<file path="config.mk">
export PLATFORM = sky130hd
export DESIGN_NAME = scmc_clock_mode
export DESIGN_NICKNAME = d
export VERILOG_FILES = /design/src/scmc_sync.v /design/src/scmc_osc_stable.v /design/src/scmc_clock_mode.v
export VERILOG_INCLUDE_DIRS = /design/src
export SDC_FILE = /design/constraint.sdc
export NUM_CORES = 1
export LEC_CHECK = 0
export ABC_CLOCK_PERIOD_IN_PS = 1900
export BUFFER_PORTS_ARGS = -buffer_cell sky130_fd_sc_hd__buf_2
export CAP_MARGIN = 30
export CORE_MARGIN = 10
export CORE_UTILIZATION = 52
export DETAILED_ROUTE_END_ITERATION = 6
export PLACE_DENSITY_LB_ADDON = 0.05
export SLEW_MARGIN = 30
export SYNTH_ARGS = -nofsm -noshare
export SYNTH_HDL_FRONTEND = slang
export SYNTH_SLANG_ARGS = --single-unit
</file>
<file path="constraint.sdc">
create_clock -name core_clk -period 1.9 [get_ports core_clk]
set_clock_uncertainty 0.05 [all_clocks]
set_input_delay 0.095 -clock core_clk [delete_from_list [all_inputs] [get_ports core_clk]]
set_output_delay 0.095 -clock core_clk [all_outputs]
set_load 0.005 [all_outputs]
</file>
<file path="src/scmc_regs.vh">
// Register offsets, field positions, reset values and timing counts for the clock mode control
`ifndef SCMC_REGS_VH
`define SCMC_REGS_VH
// ----------------------------------------------------------------
// Register offsets
// ----------------------------------------------------------------
`define SCMC_ADDR_W 2
`define SCMC_OFS_SYSCLK_CTRL 2'h0
`define SCMC_OFS_INT_RC_CTRL 2'h1
`define SCMC_OFS_FAST_XTAL_CTRL 2'h2
`define SCMC_OFS_SLOW_XTAL_CTRL 2'h3
// ----------------------------------------------------------------
// Field positions
// ----------------------------------------------------------------
`define SCMC_SYS_SEL_HI 7
`define SCMC_SYS_SEL_LO 5
`define SCMC_SYS_FAST_SRC 3
`define SCMC_SYS_SLOW_SRC 2
`define SCMC_SYS_HALT_FAST 1
`define SCMC_SYS_HALT_SLOW 0
`define SCMC_RC_FREQ_HI 3
`define SCMC_RC_FREQ_LO 2
`define SCMC_STABLE_BIT 1
`define SCMC_ENABLE_BIT 0
`define SCMC_XTAL_RANGE_BIT 2
// ----------------------------------------------------------------
// Reset values and codes
// ----------------------------------------------------------------
`define SCMC_SYSCLK_RST 8'h00
`define SCMC_RC_FREQ_RST 2'h0
`define SCMC_RC_EN_RST 1'b1
`define SCMC_SEL_SUBCLOCK 3'h7
// Operating modes
`define SCMC_MODE_FAST 3'h0
`define SCMC_MODE_SLOW 3'h1
`define SCMC_MODE_SLEEP 3'h2
`define SCMC_MODE_IDLE_SLOW 3'h3
`define SCMC_MODE_IDLE_BOTH 3'h4
`define SCMC_MODE_IDLE_FAST 3'h5
// ----------------------------------------------------------------
// Timing: start-up settle wait in core clock cycles
// ----------------------------------------------------------------
`define SCMC_SETTLE_CYCLES 1024
`endif

</file>
<file path="src/scmc_sync.v">
// Two-stage synchroniser for a level from another clock domain
`timescale 1ns/10ps
module scmc_sync
(
   input wire core_clk,
   input wire rst,
   input wire din,
   output wire dout
);
   reg meta_q;
   reg sync_q;
   // ----------------------------------------------------------------
   // Stage one is read by stage two only
   // ----------------------------------------------------------------
   always @(posedge core_clk)
   begin
      if (rst)
      begin
         meta_q <= 1'b0;
         sync_q <= 1'b0;
      end
      else
      begin
         meta_q <= din;
         sync_q <= meta_q;
      end
   end
   assign dout = sync_q;
endmodule

</file>
<file path="src/scmc_osc_stable.v">
// Stable flag tracker for one oscillator: cleared on enable, set after settle time
`timescale 1ns/10ps
`include "scmc_regs.vh"
module scmc_osc_stable
#(
   parameter SETTLE = `SCMC_SETTLE_CYCLES
)
(
   input wire core_clk,
   input wire rst,
   input wire enable,
   input wire enable_rise,
   input wire osc_ready,
   output reg stable
);
   reg [15:0] cnt_q;
   // ----------------------------------------------------------------
   // Settle counter
   // ----------------------------------------------------------------
   // A rising enable restarts the wait even if the flag was already high
   always @(posedge core_clk)
   begin
      if (rst)
      begin
         cnt_q <= 16'h0000;
         stable <= 1'b0;
      end
      else if (!enable || enable_rise)
      begin
         cnt_q <= 16'h0000;
         stable <= 1'b0;
      end
      else if (!stable)
      begin
         if (osc_ready && (cnt_q >= SETTLE[15:0]))
            stable <= 1'b1;
         else if (cnt_q != 16'hffff)
            cnt_q <= cnt_q + 16'h0001;
      end
   end
endmodule

</file>
<file path="src/scmc_clock_mode.v">
// System clock select and low-power mode control with its four control registers
//
// Contract
// - Select field 0..6 picks fast clock divided 1..64; 7 picks subclock.
// - Fast source bit: 0 internal fast RC, 1 external fast crystal.
// - Slow source bit: 0 internal slow RC, 1 external slow crystal.
// - Fast mode clocks core from fast source divided by 1 to 64.
// - Halt with both halt enables low enters sleep; subclock stops.
// - Halt with fast low, slow high enters idle_slow_only.
// - Halt with both halt enables high enters idle_both_clocks.
// - Halt with fast high, slow low enters idle_fast_only.
// - Halt fast enable keeps fast oscillator running while core is off.
// - Halt slow enable keeps slow oscillator running while core is off.
// - Slow RC keeps running whenever watchdog is enabled, even in sleep.
// - In slow mode fast oscillator runs per its own enable bit.
// - RC frequency field: 00 4MHz, 01 8MHz, 10 12MHz, 11 4MHz.
// - Enabling the internal RC clears its stable flag, then sets it.
// - Internal RC enable turns it on or off; resets to one.
// - Unimplemented register bits read as zero.
// - Exactly six modes: fast, slow, sleep and three idle modes.
// - Enabling fast crystal clears its stable flag, then sets it.
// - Enabling slow crystal clears its stable flag, then sets it.
`timescale 1ns/10ps
`include "scmc_regs.vh"
module scmc_clock_mode
#(
   parameter SETTLE_CYCLES = `SCMC_SETTLE_CYCLES
)
(
   input wire core_clk,
   input wire rst,
   input wire [1:0] reg_addr,
   input wire [7:0] reg_wdata,
   input wire reg_wr,
   input wire reg_rd,
   output reg [7:0] reg_rdata,
   input wire halt_exec,
   input wire wake,
   input wire watchdog_enable,
   input wire fast_crystal_ok,
   input wire slow_crystal_ok,
   output reg core_run,
   output reg [2:0] op_mode,
   output reg [2:0] sys_div_sel,
   output reg sys_use_subclock,
   output reg sys_fast_source,
   output reg sub_slow_source,
   output reg fast_clock_on,
   output reg subclock_on,
   output reg slow_rc_on,
   output reg internal_fast_rc_on,
   output reg external_fast_crystal_on,
   output reg external_slow_crystal_on,
   output reg [1:0] int_rc_freq_out,
   output reg fast_crystal_range_out
);
   // ----------------------------------------------------------------
   // Control registers
   // ----------------------------------------------------------------
   reg [2:0] sysclk_select_q;
   reg fast_source_select_q;
   reg slow_source_select_q;
   reg halt_fast_osc_enable_q;
   reg halt_slow_osc_enable_q;
   reg [1:0] int_rc_freq_select_q;
   reg int_rc_enable_q;
   reg fast_crystal_range_q;
   reg fast_crystal_enable_q;
   reg slow_crystal_enable_q;
   reg halted_q;
   reg [2:0] act_sel_q;
   reg act_fast_src_q;
   reg act_slow_src_q;
   reg [2:0] mode_d;
   reg [7:0] rdata_d;
   // Full register reset value; the select field is cut out of it by position
   localparam [7:0] SYS_RST = `SCMC_SYSCLK_RST;
   wire fast_ok_s;
   wire slow_ok_s;
   wire int_rc_stable_flag;
   wire fast_crystal_stable_flag;
   wire slow_crystal_stable_flag;
   wire wr_sys = reg_wr && (reg_addr == `SCMC_OFS_SYSCLK_CTRL);
   wire wr_rc = reg_wr && (reg_addr == `SCMC_OFS_INT_RC_CTRL);
   wire wr_fx = reg_wr && (reg_addr == `SCMC_OFS_FAST_XTAL_CTRL);
   wire wr_sx = reg_wr && (reg_addr == `SCMC_OFS_SLOW_XTAL_CTRL);
   wire rc_rise = wr_rc && reg_wdata[`SCMC_ENABLE_BIT] && !int_rc_enable_q;
   wire fx_rise = wr_fx && reg_wdata[`SCMC_ENABLE_BIT] && !fast_crystal_enable_q;
   wire sx_rise = wr_sx && reg_wdata[`SCMC_ENABLE_BIT] && !slow_crystal_enable_q;

   // ----------------------------------------------------------------
   // Crystal good levels arrive from the analog domain
   // ----------------------------------------------------------------
   scmc_sync u_sync_fast
   (
      .core_clk(core_clk),
      .rst(rst),
      .din(fast_crystal_ok),
      .dout(fast_ok_s)
   );
   scmc_sync u_sync_slow
   (
      .core_clk(core_clk),
      .rst(rst),
      .din(slow_crystal_ok),
      .dout(slow_ok_s)
   );

   // ----------------------------------------------------------------
   // Stable flags
   // ----------------------------------------------------------------
   // The RC has no ready pin, so only the settle count gates it
   scmc_osc_stable #(.SETTLE(SETTLE_CYCLES)) u_rc_stable
   (
      .core_clk(core_clk),
      .rst(rst),
      .enable(int_rc_enable_q),
      .enable_rise(rc_rise),
      .osc_ready(1'b1),
      .stable(int_rc_stable_flag)
   );
   scmc_osc_stable #(.SETTLE(SETTLE_CYCLES)) u_fx_stable
   (
      .core_clk(core_clk),
      .rst(rst),
      .enable(fast_crystal_enable_q),
      .enable_rise(fx_rise),
      .osc_ready(fast_ok_s),
      .stable(fast_crystal_stable_flag)
   );
   scmc_osc_stable #(.SETTLE(SETTLE_CYCLES)) u_sx_stable
   (
      .core_clk(core_clk),
      .rst(rst),
      .enable(slow_crystal_enable_q),
      .enable_rise(sx_rise),
      .osc_ready(slow_ok_s),
      .stable(slow_crystal_stable_flag)
   );

   // ----------------------------------------------------------------
   // Register writes
   // ----------------------------------------------------------------
   always @(posedge core_clk)
   begin
      if (rst)
      begin
         sysclk_select_q <= SYS_RST[`SCMC_SYS_SEL_HI:`SCMC_SYS_SEL_LO];
         fast_source_select_q <= 1'b0;
         slow_source_select_q <= 1'b0;
         halt_fast_osc_enable_q <= 1'b0;
         halt_slow_osc_enable_q <= 1'b0;
         int_rc_freq_select_q <= `SCMC_RC_FREQ_RST;
         int_rc_enable_q <= `SCMC_RC_EN_RST;
         fast_crystal_range_q <= 1'b0;
         fast_crystal_enable_q <= 1'b0;
         slow_crystal_enable_q <= 1'b0;
      end
      else
      begin
         if (wr_sys)
         begin
            sysclk_select_q <= reg_wdata[`SCMC_SYS_SEL_HI:`SCMC_SYS_SEL_LO];
            fast_source_select_q <= reg_wdata[`SCMC_SYS_FAST_SRC];
            slow_source_select_q <= reg_wdata[`SCMC_SYS_SLOW_SRC];
            halt_fast_osc_enable_q <= reg_wdata[`SCMC_SYS_HALT_FAST];
            halt_slow_osc_enable_q <= reg_wdata[`SCMC_SYS_HALT_SLOW];
         end
         if (wr_rc)
         begin
            int_rc_freq_select_q <= reg_wdata[`SCMC_RC_FREQ_HI:`SCMC_RC_FREQ_LO];
            int_rc_enable_q <= reg_wdata[`SCMC_ENABLE_BIT];
         end
         // Range is stored as written; software keeps it fixed while enabled
         if (wr_fx)
         begin
            fast_crystal_range_q <= reg_wdata[`SCMC_XTAL_RANGE_BIT];
            fast_crystal_enable_q <= reg_wdata[`SCMC_ENABLE_BIT];
         end
         if (wr_sx)
            slow_crystal_enable_q <= reg_wdata[`SCMC_ENABLE_BIT];
      end
   end

   // ----------------------------------------------------------------
   // Glitch-free switch of the active selection
   // ----------------------------------------------------------------
   // Stable of a requested source: fast side by its source, slow RC always
   function src_ready;
      input [2:0] sel;
      input fsrc;
      input ssrc;
      input rc_ok;
      input fx_ok;
      input sx_ok;
      begin
         if (sel == `SCMC_SEL_SUBCLOCK)
            src_ready = ssrc ? sx_ok : 1'b1;
         else
            src_ready = fsrc ? fx_ok : rc_ok;
      end
   endfunction

   always @(posedge core_clk)
   begin
      if (rst)
      begin
         act_sel_q <= SYS_RST[`SCMC_SYS_SEL_HI:`SCMC_SYS_SEL_LO];
         act_fast_src_q <= 1'b0;
         act_slow_src_q <= 1'b0;
      end
      else if (src_ready(sysclk_select_q, fast_source_select_q, slow_source_select_q,
               int_rc_stable_flag, fast_crystal_stable_flag, slow_crystal_stable_flag))
      begin
         // Old source stays in use until the new one reports stable
         act_sel_q <= sysclk_select_q;
         act_fast_src_q <= fast_source_select_q;
         act_slow_src_q <= slow_source_select_q;
      end
   end

   // ----------------------------------------------------------------
   // Halt and operating mode
   // ----------------------------------------------------------------
   always @(posedge core_clk)
   begin
      if (rst)
         halted_q <= 1'b0;
      else if (wake)
         halted_q <= 1'b0;
      else if (halt_exec)
         halted_q <= 1'b1;
   end

   always @*
   begin
      mode_d = `SCMC_MODE_FAST;
      if (!halted_q)
      begin
         if (act_sel_q == `SCMC_SEL_SUBCLOCK)
            mode_d = `SCMC_MODE_SLOW;
         else
            mode_d = `SCMC_MODE_FAST;
      end
      else
      begin
         case ({halt_fast_osc_enable_q, halt_slow_osc_enable_q})
            2'b00: mode_d = `SCMC_MODE_SLEEP;
            2'b01: mode_d = `SCMC_MODE_IDLE_SLOW;
            2'b11: mode_d = `SCMC_MODE_IDLE_BOTH;
            2'b10: mode_d = `SCMC_MODE_IDLE_FAST;
            default: mode_d = `SCMC_MODE_SLEEP;
         endcase
      end
   end

   // ----------------------------------------------------------------
   // Clock gating outputs
   // ----------------------------------------------------------------
   always @(posedge core_clk)
   begin
      if (rst)
      begin
         core_run <= 1'b1;
         op_mode <= `SCMC_MODE_FAST;
         sys_div_sel <= 3'h0;
         sys_use_subclock <= 1'b0;
         sys_fast_source <= 1'b0;
         sub_slow_source <= 1'b0;
         fast_clock_on <= 1'b1;
         subclock_on <= 1'b1;
         slow_rc_on <= 1'b1;
         internal_fast_rc_on <= 1'b1;
         external_fast_crystal_on <= 1'b0;
         external_slow_crystal_on <= 1'b0;
         int_rc_freq_out <= `SCMC_RC_FREQ_RST;
         fast_crystal_range_out <= 1'b0;
      end
      else
      begin
         op_mode <= mode_d;
         core_run <= !halted_q;
         sys_div_sel <= act_sel_q;
         sys_use_subclock <= (act_sel_q == `SCMC_SEL_SUBCLOCK);
         sys_fast_source <= act_fast_src_q;
         sub_slow_source <= act_slow_src_q;
         // Running: fast clock on in fast mode, by its enable bit in slow mode
         if (!halted_q)
         begin
            if (act_sel_q == `SCMC_SEL_SUBCLOCK)
               fast_clock_on <= act_fast_src_q ? fast_crystal_enable_q
                                               : int_rc_enable_q;
            else
               fast_clock_on <= 1'b1;
            subclock_on <= 1'b1;
         end
         else
         begin
            fast_clock_on <= halt_fast_osc_enable_q;
            subclock_on <= halt_slow_osc_enable_q;
         end
         // Slow RC also serves the watchdog, so it never stops while that runs
         slow_rc_on <= !halted_q || halt_slow_osc_enable_q || watchdog_enable;
         internal_fast_rc_on <= int_rc_enable_q && (!halted_q || halt_fast_osc_enable_q);
         external_fast_crystal_on <= fast_crystal_enable_q;
         external_slow_crystal_on <= slow_crystal_enable_q;
         int_rc_freq_out <= int_rc_freq_select_q;
         fast_crystal_range_out <= fast_crystal_range_q;
      end
   end

   // ----------------------------------------------------------------
   // Register reads
   // ----------------------------------------------------------------
   always @*
   begin
      rdata_d = 8'h00;
      case (reg_addr)
         `SCMC_OFS_SYSCLK_CTRL: rdata_d = {sysclk_select_q, 1'b0, fast_source_select_q,
               slow_source_select_q, halt_fast_osc_enable_q, halt_slow_osc_enable_q};
         `SCMC_OFS_INT_RC_CTRL: rdata_d = {4'h0, int_rc_freq_select_q,
               int_rc_stable_flag, int_rc_enable_q};
         `SCMC_OFS_FAST_XTAL_CTRL: rdata_d = {5'h00, fast_crystal_range_q,
               fast_crystal_stable_flag, fast_crystal_enable_q};
         `SCMC_OFS_SLOW_XTAL_CTRL: rdata_d = {6'h00, slow_crystal_stable_flag,
               slow_crystal_enable_q};
         default: rdata_d = 8'h00;
      endcase
   end

   always @(posedge core_clk)
   begin
      if (rst)
         reg_rdata <= 8'h00;
      else if (reg_rd)
         reg_rdata <= rdata_d;
      else
         reg_rdata <= 8'h00;
   end
endmodule

</file>
==> results.md, run 1 <==
- CTS root buf: clkbuf_8
- Gr usage total: 15.4%
- Min Hold Slack: 0.0577 ns
- Synthesized area per cell: 9.28 sq um
- Post-DP HPWL: 6810 um
- Rows: 33
- Setup crit end kind: flop
- Post-route ant nets: 0
- Crit path kind: reg -> reg
- Most frequent cell after synthesis: dfxtp_1
- Worst-skew pair later-pin latency: 0.36 ns
- DRT Pass-1 Iters: 4
- Synth Register Bits: 100
- FF-to-FF Start: u_sx_stable.cnt_q[3]
- Reg2reg end: u_sx_stable.cnt_q[14]
- R2R setup slack: -0.007 ns
- First-pass GRT wire length: 16500 um
- Post-Syn Instances: 465
- CP max FO: 10
- Total of max-cap violations: 0
- Violated checks: negative setup slack
- Via count: 3751
- Average routed wire per standard cell: 14.6 um
- Sequential share of power: 58.0%
- Max-slew violation count: 0
- Pwr/cell area: 696 nW/um^2
- Largest net degree at the start of global routing: 26
- Slew at the pin closest to its max-slew limit: 0.581 ns
- Internal power: 2.88 mW
- Critical path origin: u_sx_stable.cnt_q[3]
- Total Wirelength: 9680 um
- Fmax: 524 MHz
- Fraction of layout cells with a size suffix above 1: 21.9%
- Antenna diodes: 0
- Inst Count DP: 630
- IO buf count: 43
- Syn. warnings: 0
- P_leak: 2.06 nW
- Area delta synth->final: 23.0%
- Worst Hold End: reg_rdata[0]
- Nets@finish: 583
- Gr ovfl total: 0
- Clock Path Buffers: 2
- Worst Setup Start Kind: flop
- DRC violations left: 0
- Asr flop ratio synth: 0%
- Initial DRC Count: 158
- Syn Nets: 494
- Total CTS buffers: 9
- Clock slew at reported path FFs: 0.10 ns
- Dpl ws: -0.0393 ns
- Vias in the first global route: 3599
- WP data arrival: 2.16 ns
- Power Total: 3.69 mW
- Placeable Area: 8130 sq um
- Status: finished with violations
- Type of the tightest min-delay check: in -> reg
- Logic pwr share: 4.7%
- FF-to-FF path depth: 4
- Register area share after synthesis: 46.4%
- Slew HR: 61.2%
- Starting Density: 53.1%
- H-Tree Depth: 3
- Finish-stage setup viols: 1
- Min-delay src: reg_rd
- Post-synth top cells: dfxtp_1, nor2_1, a21oi_1, nand2_1, or4_1
- Clock power frac: 37.3%
- Sw Pwr: 0.813 mW
- EDFF count, synth: 0
- Die height: 111 um
- GPL Wtd Cong: 0.857
- CTS sink count: 100
- DIE AREA: 12300 sq um
- Synth Flop Type: dfxtp_1
- Final critical-path share of the clock period: 100%
- Share of the synthesized area in the top cell type: 46.4%
- Cell Count, Final, Fillers Out: 663
- Synth top area cells: dfxtp_1, mux2i_1, or4_1
- Setup slack after layout: -0.00715 ns
- Count of cell types in the netlist: 55
- Mapped Area: 4320 sq um
- Post-layout min period: 1.91 ns
- Worst-case vdd ir drop: 423 uV
- Initial antenna violation count: 0
- Sw Ratio: 22.0%
- IO Pins: 46
- Synth area leader: dfxtp_1
- Final hold violation count: 0
- Die Span X: 111 um
- Hold Crit Depth: 3
- CTS tree: done
- CP Data Required Time: 2.15 ns
- Vias/cell: 5.66
-- sequential cells by signal, indices dropped and copies added (netlist names), 2 cells and up --
signal and flops:
act_sel_q 3, int_rc_freq_out 2, int_rc_freq_select_q 2, op_mode 3, reg_rdata 7, sys_div_sel 3
sysclk_select_q 3, u_fx_stable.cnt_q 16, u_rc_stable.cnt_q 16, u_sx_stable.cnt_q 16
-- critical path, stage by stage, from the launching register on --
cell	delay, ns
dfxtp_1	0.54
nand3_1	0.15
or4_4	0.54
or4_4	0.43
a21oi_2	0.14
-- worst max-delay path by stage --
stage                                        to  depth (start not counted)
after global routing      u_sx_stable.cnt_q[14]                          4
after floorplan           u_sx_stable.cnt_q[14]                          5
after global placement     u_fx_stable.cnt_q[3]                          5
after detailed placement   u_fx_stable.cnt_q[4]                          5
after CTS                  u_sx_stable.cnt_q[6]                          4
final                     u_sx_stable.cnt_q[14]                          4
-- placed cells by master, fill, tap and decap left out, drive strengths merged, types with 2 or more instances in the layout --
| cell | Yosys | final |
|---|---|---|
| nand3b | 2 | 2 |
| nor4 | 10 | 10 |
| nand4 | 15 | 15 |
| dlygate4sd3 | 0 | 13 |
| nor2b | 15 | 15 |
| nor2 | 36 | 36 |
| o211ai | 3 | 3 |
| mux2i | 23 | 23 |
| a21oi | 32 | 32 |
| o21a | 2 | 2 |
| o31ai | 19 | 19 |
| or3 | 2 | 2 |
| dfxtp | 100 | 100 |
| o21ai | 4 | 4 |
| inv | 19 | 19 |
| and4 | 5 | 5 |
| mux4 | 2 | 2 |
| a21o | 3 | 3 |
| xnor2 | 3 | 3 |
| buf | 7 | 85 |
| and3 | 4 | 4 |
| ha | 10 | 10 |
| clkbuf | 13 | 11 |
| or4 | 25 | 25 |
| clkinv | 1 | 4 |
| nand2b | 13 | 13 |
| nor4b | 2 | 2 |
| and2 | 12 | 12 |
| nor3 | 12 | 12 |
| a2111oi | 3 | 3 |
| nand3 | 21 | 21 |
| nand2 | 31 | 31 |
-- power groups by stage --
stage	clock [mW]	sequential, mW	combinational, mW
final	1.38	2.14	0.172
after floorplan	0	2.19	0.0949
after detailed placement	0	2.19	0.152
after CTS	1.41	2.15	0.173
after global routing	1.49	2.15	0.193
after global placement	0	2.19	0.148
-- what timing repair did --
action / in CTS / in global routing
setup endpoints to repair: 6 / 18
hold buffers: 13 / 0
setup buffers: 0 / 4
endpoints found under the hold margin: 17 / 0
pin swaps: 0 / 3
gates cloned: 0 / 1
resized for setup: 5 / 13
-- per-layer routing --
layer	up-vias	GRT usage (%)	wire (um)
met3	12	3.95	431
met4	0	5.48	93
met2	69	25.6	4730
met1	1806	18.7	4430
li1	1864	-	-
met5	-	0	0
-- per-stage QoR --
step	utilization (%)	area, sq um	TNS [ns]
final	65.3	5310	-0.00715
after detailed placement	59.8	4870	-0.0496
after global placement	59.8	4870	0
after floorplan	-	4320	0
after global routing	65.3	5310	-0.0400
after CTS	64.1	5220	0
-- cells by family after synthesis --
family                   after synthesis  synth area share (%)
AO/OA/AOI/OAI                         77                  11.7
adder cells (fa/ha/maj)               10                  2.90
other                                  1                0.0869
AND/OR/NAND/NOR                      207                  27.7
flip-flops                           100                  46.4
XOR/XNOR                               4                 0.812
multiplexers                          26                  6.64
buffers and inverters                 40                  3.77
-- final cells by class --
cell class	count	area, sq um
fillers	673	2820
repair buffers	98	671
flip-flops and latches	100	2010
clock buffers	11	151
clock inverters	4	48.8
inverters	20	75.1
well taps	105	131
multi-input cells	325	2230
(Power assumes the default switching activity.)
==> run 2: changes to the inputs <==
--- a/config.mk
+++ b/config.mk
@@ -8,11 +8,11 @@
 export LEC_CHECK = 0
 export ABC_CLOCK_PERIOD_IN_PS = 1900
 export BUFFER_PORTS_ARGS = -buffer_cell sky130_fd_sc_hd__buf_2
-export CAP_MARGIN = 30
 export CORE_MARGIN = 10
 export CORE_UTILIZATION = 52
 export DETAILED_ROUTE_END_ITERATION = 6
 export PLACE_DENSITY_LB_ADDON = 0.05
+export SKIP_CTS_REPAIR_TIMING = 1
 export SLEW_MARGIN = 30
 export SYNTH_ARGS = -nofsm -noshare
 export SYNTH_HDL_FRONTEND = slang
==> results.md, run 2 (synthesis gave the netlist of run 1 again) <==
- Status: finished, final reports clean
- Initial antenna violation count: 0 (unchanged)
- Max incr delay on CP: 0.54 ns (about the same)
- Slew HR: 60.4% (-0.78 points)
- WP data arrival: 2.13 ns (-0.03 ns)
- CTS tree: done
- Area delta synth->final: 22.6%
- Worst Hold End: reg_rdata[3]
- CP Buf/Inv Count: 0 (unchanged)
- Die Span X: 111 um (unchanged)
- Vias/cell: 5.63 (-0.45%)
- CTS sink count: 100 (unchanged)
- Clock power frac: 37.3% (about the same)
- Critical Path Most Common Cell: or4_4
- DRC violations left: 0 (unchanged)
- Placeable Area: 8130 sq um (unchanged)
- Reg2reg end: u_sx_stable.cnt_q[14]
- Sequential share of power: 58.1% (about the same)
- GPL Wtd Cong: 0.857 (unchanged)
- Vias in the first global route: 3516 (-2.3%)
- Worst Setup Start Kind: flop
- Post-route ant nets: 0 (unchanged)
- Average routed wire per standard cell: 14.7 um (+0.56%)
- Gr ovfl total: 0 (unchanged)
- Fmax: 532 MHz (+1.4%)
- CTS root buf: clkbuf_8
- Gr usage total: 15.0% (-0.38 points)
- Largest registers: u_fx_stable.cnt_q (16), u_rc_stable.cnt_q (16), u_sx_stable.cnt_q (16)
- Commonest non-fill, non-tap cells in the layout: dfxtp_1, buf_2, buf_4
- Die height: 111 um (unchanged)
- Slew at the pin closest to its max-slew limit: 0.592 ns (+0.0117 ns)
- Sw Pwr: 0.811 mW (-0.20%)
- CP Data Required Time: 2.15 ns (about the same)
- Type of the tightest min-delay check: in -> reg
- CP max FO: 10 (unchanged)
- Post-layout min period: 1.88 ns (-0.0258 ns)
- Logic pwr share: 4.6% (about the same)
- Crit-path cells: nand3_1, or4_4, or4_4, a21oi_2
- Min Hold Slack: 0.0205 ns (-0.0373 ns)
- Pwr/cell area: 697 nW/um^2 (+0.25%)
- Most common cell after layout, fill and taps aside: dfxtp_1
- Finished Core Util: 65.1% (-0.22 points)
- Crit path kind: reg -> reg
- IO Pins: 46 (unchanged)
- H-Tree Depth: 3 (unchanged)
- DRT Pass-1 Iters: 4 (unchanged)
- FF-to-FF path depth: 4 (unchanged)
- Initial DRC Count: 181 (+15%)
- Rows: 33 (unchanged)
- Nets@finish: 581 (-0.34%)
- Total of max-cap violations: 0 (unchanged)
- FF-to-FF Start: u_sx_stable.cnt_q[3]
- Total Wirelength: 9700 um (+0.26%)
- DIE AREA: 12300 sq um (unchanged)
- Clock slew at reported path FFs: 0.10 ns (about the same)
- Antenna diodes: 0 (unchanged)
- Final hold violation count: 0 (unchanged)
- Total CTS buffers: 9 (unchanged)
- First-pass GRT wire length: 16000 um (-2.9%)
- Post-DP HPWL: 6810 um (unchanged)
- Fraction of layout cells with a size suffix above 1: 21.8% (-0.10 points)
- IO buf count: 43 (unchanged)
- Finish-stage setup viols: 0 (-1)
- Final setup TNS: 0 ns (+0.00715 ns)
- Max-slew violation count: 0 (unchanged)
- CP max stage cell: or4_4
- Via count: 3723 (-0.75%)
- Clock Path Buffers: 2 (unchanged)
- Hold Crit Depth: 2 (-1)
- P_leak: 2.05 nW (-0.47%)
- Min-delay src: reg_addr[1]
- Largest net degree at the start of global routing: 26 (unchanged)
- Crit path max-delay family: simple AND/OR/NAND/NOR gates
- Worst-case vdd ir drop: 397 uV (-6.1%)
- Sw Ratio: 22.0% (-0.026 points)
- Internal power: 2.88 mW (about the same)
- Starting Density: 53.1% (unchanged)
- Final critical-path share of the clock period: 99.0% (-1.4 points)
- Worst-skew pair later-pin latency: 0.36 ns (about the same)
- R2R setup slack: 0.02 ns (+0.03 ns)
- Setup crit end kind: flop
-- run 2: changes by cell type in the layout (fill, tap and decap cells not counted) --
cell	change
buf_4	-1
dlygate4sd3_1	-1
-- run 2: stage by stage --
stage / total power [mW] / instance area [sq um] / setup WS (ns) / std cells
2_1_floorplan: 2.28 / 4320 / 0.0295 / 465
3_3_place_gp: 2.34 / 4870 / 0.0327 / 630
3_5_place_dp: 2.35 / 4870 / -0.0393 / 630
4_1_cts: 3.71 / 5070 / -0.0623 / 645
5_1_grt: 3.83 / 5290 / -0.0401 / 661
6_report: 3.69 / 5290 / 0.0187 / 661
-- run 2: how the worst max path moves through the flow --
stage | end | start | depth (start not counted)
2_1_floorplan | u_sx_stable.cnt_q[14] | u_sx_stable.cnt_q[0] | 5
3_3_place_gp | u_fx_stable.cnt_q[3] | u_fx_stable.cnt_q[13] | 5
3_5_place_dp | u_fx_stable.cnt_q[4] | u_fx_stable.cnt_q[13] | 5
4_1_cts | u_fx_stable.cnt_q[4] | u_fx_stable.cnt_q[13] | 5
5_1_grt | u_sx_stable.cnt_q[14] | u_sx_stable.cnt_q[3] | 4
6_report | u_sx_stable.cnt_q[14] | u_sx_stable.cnt_q[3] | 4
-- run 2: area by class of cell --
cell class	instances	area, sq um
multi-input combinational	325	2230
fill	670	2840
clock buffer	11	151
tap	105	131
inverter	20	75.1
sequential	100	2010
clock inverter	4	48.8
timing repair buffer	96	653
-- run 2: power by group through the flow --
stage	registers (mW)	logic, mW	clock network, mW
floorplan	2.19	0.0949	0
global placement	2.19	0.148	0
detailed placement	2.19	0.152	0
CTS	2.15	0.153	1.41
global route	2.15	0.191	1.49
finish	2.14	0.171	1.38
-- run 2: metal layers --
layer  vias up  share of wire, %  wire (um)  global-route usage (%)
met5         -                 0          0                       0
met4         0              0.96         93                    5.31
met3        12               4.3        421                    3.90
met2        62                49       4780                    24.8
met1      1789                45       4410                    18.4
li1       1860                 -          -                       -
==> run 3: changes to the inputs <==
--- a/config.mk
+++ b/config.mk
@@ -9,7 +9,7 @@
 export ABC_CLOCK_PERIOD_IN_PS = 1900
 export BUFFER_PORTS_ARGS = -buffer_cell sky130_fd_sc_hd__buf_2
 export CORE_MARGIN = 10
-export CORE_UTILIZATION = 52
+export CORE_UTILIZATION = 32
 export DETAILED_ROUTE_END_ITERATION = 6
 export PLACE_DENSITY_LB_ADDON = 0.05
 export SKIP_CTS_REPAIR_TIMING = 1
==> results.md, run 3 (synthesis gave the netlist of run 1 again) <==
- Post-DP HPWL: 7300 um (+7.1%)
- Max-slew violation count: 0 (unchanged)
- Total Wirelength: 10000 um (+3.3%)
- FF-to-FF path depth: 5 (+1)
- CP Data Required Time: 2.14 ns (about the same)
- Placeable Area: 13200 sq um (+63%)
- Nets@finish: 583 (+0.34%)
- GPL Wtd Cong: 0.798 (-6.9%)
- Worst-case vdd ir drop: 481 uV (+21%)
- H-Tree Depth: 3 (unchanged)
- Pwr/cell area: 756 nW/um^2 (+8.3%)
- Total CTS buffers: 9 (unchanged)
- Fmax: 548 MHz (+3.0%)
- Vias in the first global route: 3428 (-2.5%)
- Area delta synth->final: 26.3%
- Via count: 3618 (-2.8%)
- FF-to-FF Start: u_sx_stable.cnt_q[1]
- Vias/cell: 4.92 (-13%)
- Total of max-cap violations: 0 (unchanged)
- Clock slew at reported path FFs: 0.07 ns (-0.03 ns)
- Post-route ant nets: 0 (unchanged)
- Final critical-path share of the clock period: 96.1% (-2.9 points)
- Hold Crit Depth: 3 (+1)
- Starting Density: 32.6% (-20 points)
- Inst Count DP: 709 (+13%)
- Initial DRC Count: 236 (+30%)
- Crit path kind: reg -> reg
- CP max FO: 2 (-8)
- Largest net degree at the start of global routing: 26 (unchanged)
- Worst Hold End: sysclk_select_q[2]
- Type of the tightest min-delay check: in -> reg
- Die height: 136 um (+23%)
- R2R setup slack: 0.07 ns (+0.06 ns)
- Rows: 42 (+27%)
- Average routed wire per standard cell: 13.6 um (-7.1%)
- IO Pins: 46 (unchanged)
- Min-delay src: reg_wdata[7]
- Gr usage total: 11.3% (-3.7 points)
- Post-route cell area: 5450 sq um (+3.0%)
- Clock Path Buffers: 2 (unchanged)
- WP data arrival: 2.06 ns (-0.07 ns)
- Slew HR: 65.1% (+4.6 points)
- Slew at the pin closest to its max-slew limit: 0.524 ns (-0.0680 ns)
- Violated checks: negative hold slack
- Worst-skew pair later-pin latency: 0.35 ns (about the same)
- Finish-stage setup viols: 0 (unchanged)
- Antenna diodes: 0 (unchanged)
- Final hold violation count: 1 (+1)
- Setup crit end kind: flop
- DRC violations left: 0 (unchanged)
- Largest registers: u_fx_stable.cnt_q (16), u_rc_stable.cnt_q (16), u_sx_stable.cnt_q (16)
- Unrepaired setup endpoints after global routing: no
- Min Hold Slack: -0.0300 ns (-0.0504 ns)
- Post-layout min period: 1.83 ns (-0.0556 ns)
- Worst Setup Start Kind: flop
- CTS tree: done
- Finished Core Util: 41.2% (-24 points)
- Fraction of layout cells with a size suffix above 1: 22.4% (+0.60 points)
- P_leak: 2.06 nW (+0.71%)
- First-pass GRT wire length: 17000 um (+6.0%)
- DRT Pass-1 Iters: 4 (unchanged)
- Gr ovfl total: 0 (unchanged)
- Initial antenna violation count: 0 (unchanged)
- Area of placed instances: 5010 sq um (+3.1%)
- Cell Count, Final, Fillers Out: 735 (+11%)
- CTS root buf: clkbuf_16
- DIE AREA: 18500 sq um (+50%)
- Final setup TNS: 0 ns (unchanged)
- Status: finished with violations
- Die Span X: 136 um (+23%)
- IO buf count: 43 (unchanged)
- Reg2reg end: u_sx_stable.cnt_q[14]
- CTS sink count: 100 (unchanged)
- Most common cell after layout, fill and taps aside: dfxtp_1
- Commonest non-fill, non-tap cells in the layout: dfxtp_1, buf_4, buf_2
## run 3: final cells by class
class                      count  area [sq um]
inverter                      20          75.1
clock buffer                  10           239
multi-input combinational    325          2200
fill                        1336          7790
clock inverter                 6          52.6
sequential                   100          2000
timing repair buffer          98           666
tap                          176           220
## run 3: how the worst max path moves through the flow
stage	cells past startpoint	slack (ns)	to	from
final	5	0.07	u_sx_stable.cnt_q[14]	u_sx_stable.cnt_q[1]
after global routing	5	0.001	u_fx_stable.cnt_q[4]	u_fx_stable.cnt_q[10]
after CTS	5	-0.03	u_fx_stable.cnt_q[3]	u_fx_stable.cnt_q[13]
after detailed placement	5	-0.007	u_fx_stable.cnt_q[3]	u_fx_stable.cnt_q[13]
after global placement	5	-0.002	u_fx_stable.cnt_q[4]	u_fx_stable.cnt_q[13]
after floorplan	5	0.03	u_sx_stable.cnt_q[14]	u_sx_stable.cnt_q[0]
## run 3: layer usage
metal | track usage (%) | wire length [um] | part of all wire, %
met1 | 14.6 | 4910 | 49
met2 | 17.7 | 4580 | 46
met3 | 2.36 | 356 | 3.6
met4 | 4.79 | 177 | 1.8
met5 | 0 | 0 | 0
## run 3: critical path: stages, from the launching register on
cell and delay, ns:
dfxtp_2 0.33, ha_2 0.18, nand4_2 0.12, or4_4 0.53, or4_4 0.42, a21oi_2 0.14
## run 3: report_power, final
part,switching (mW),total [mW],internal (mW),leakage [nW]
combinational,0.0859,0.168,0.0820,1.12
sequential,0.0217,2.15,2.12,0.810
clock,0.858,1.81,0.948,0.138
total,0.966,4.12,3.15,2.06
## run 3: through the flow
stage                     total power, mW  worst slack, ns
after floorplan                      2.28           0.0295
after global placement               2.35         -0.00221
after detailed placement             2.35         -0.00664
after CTS                            4.17          -0.0290
after global routing                 4.28          0.00106
final                                4.12           0.0743
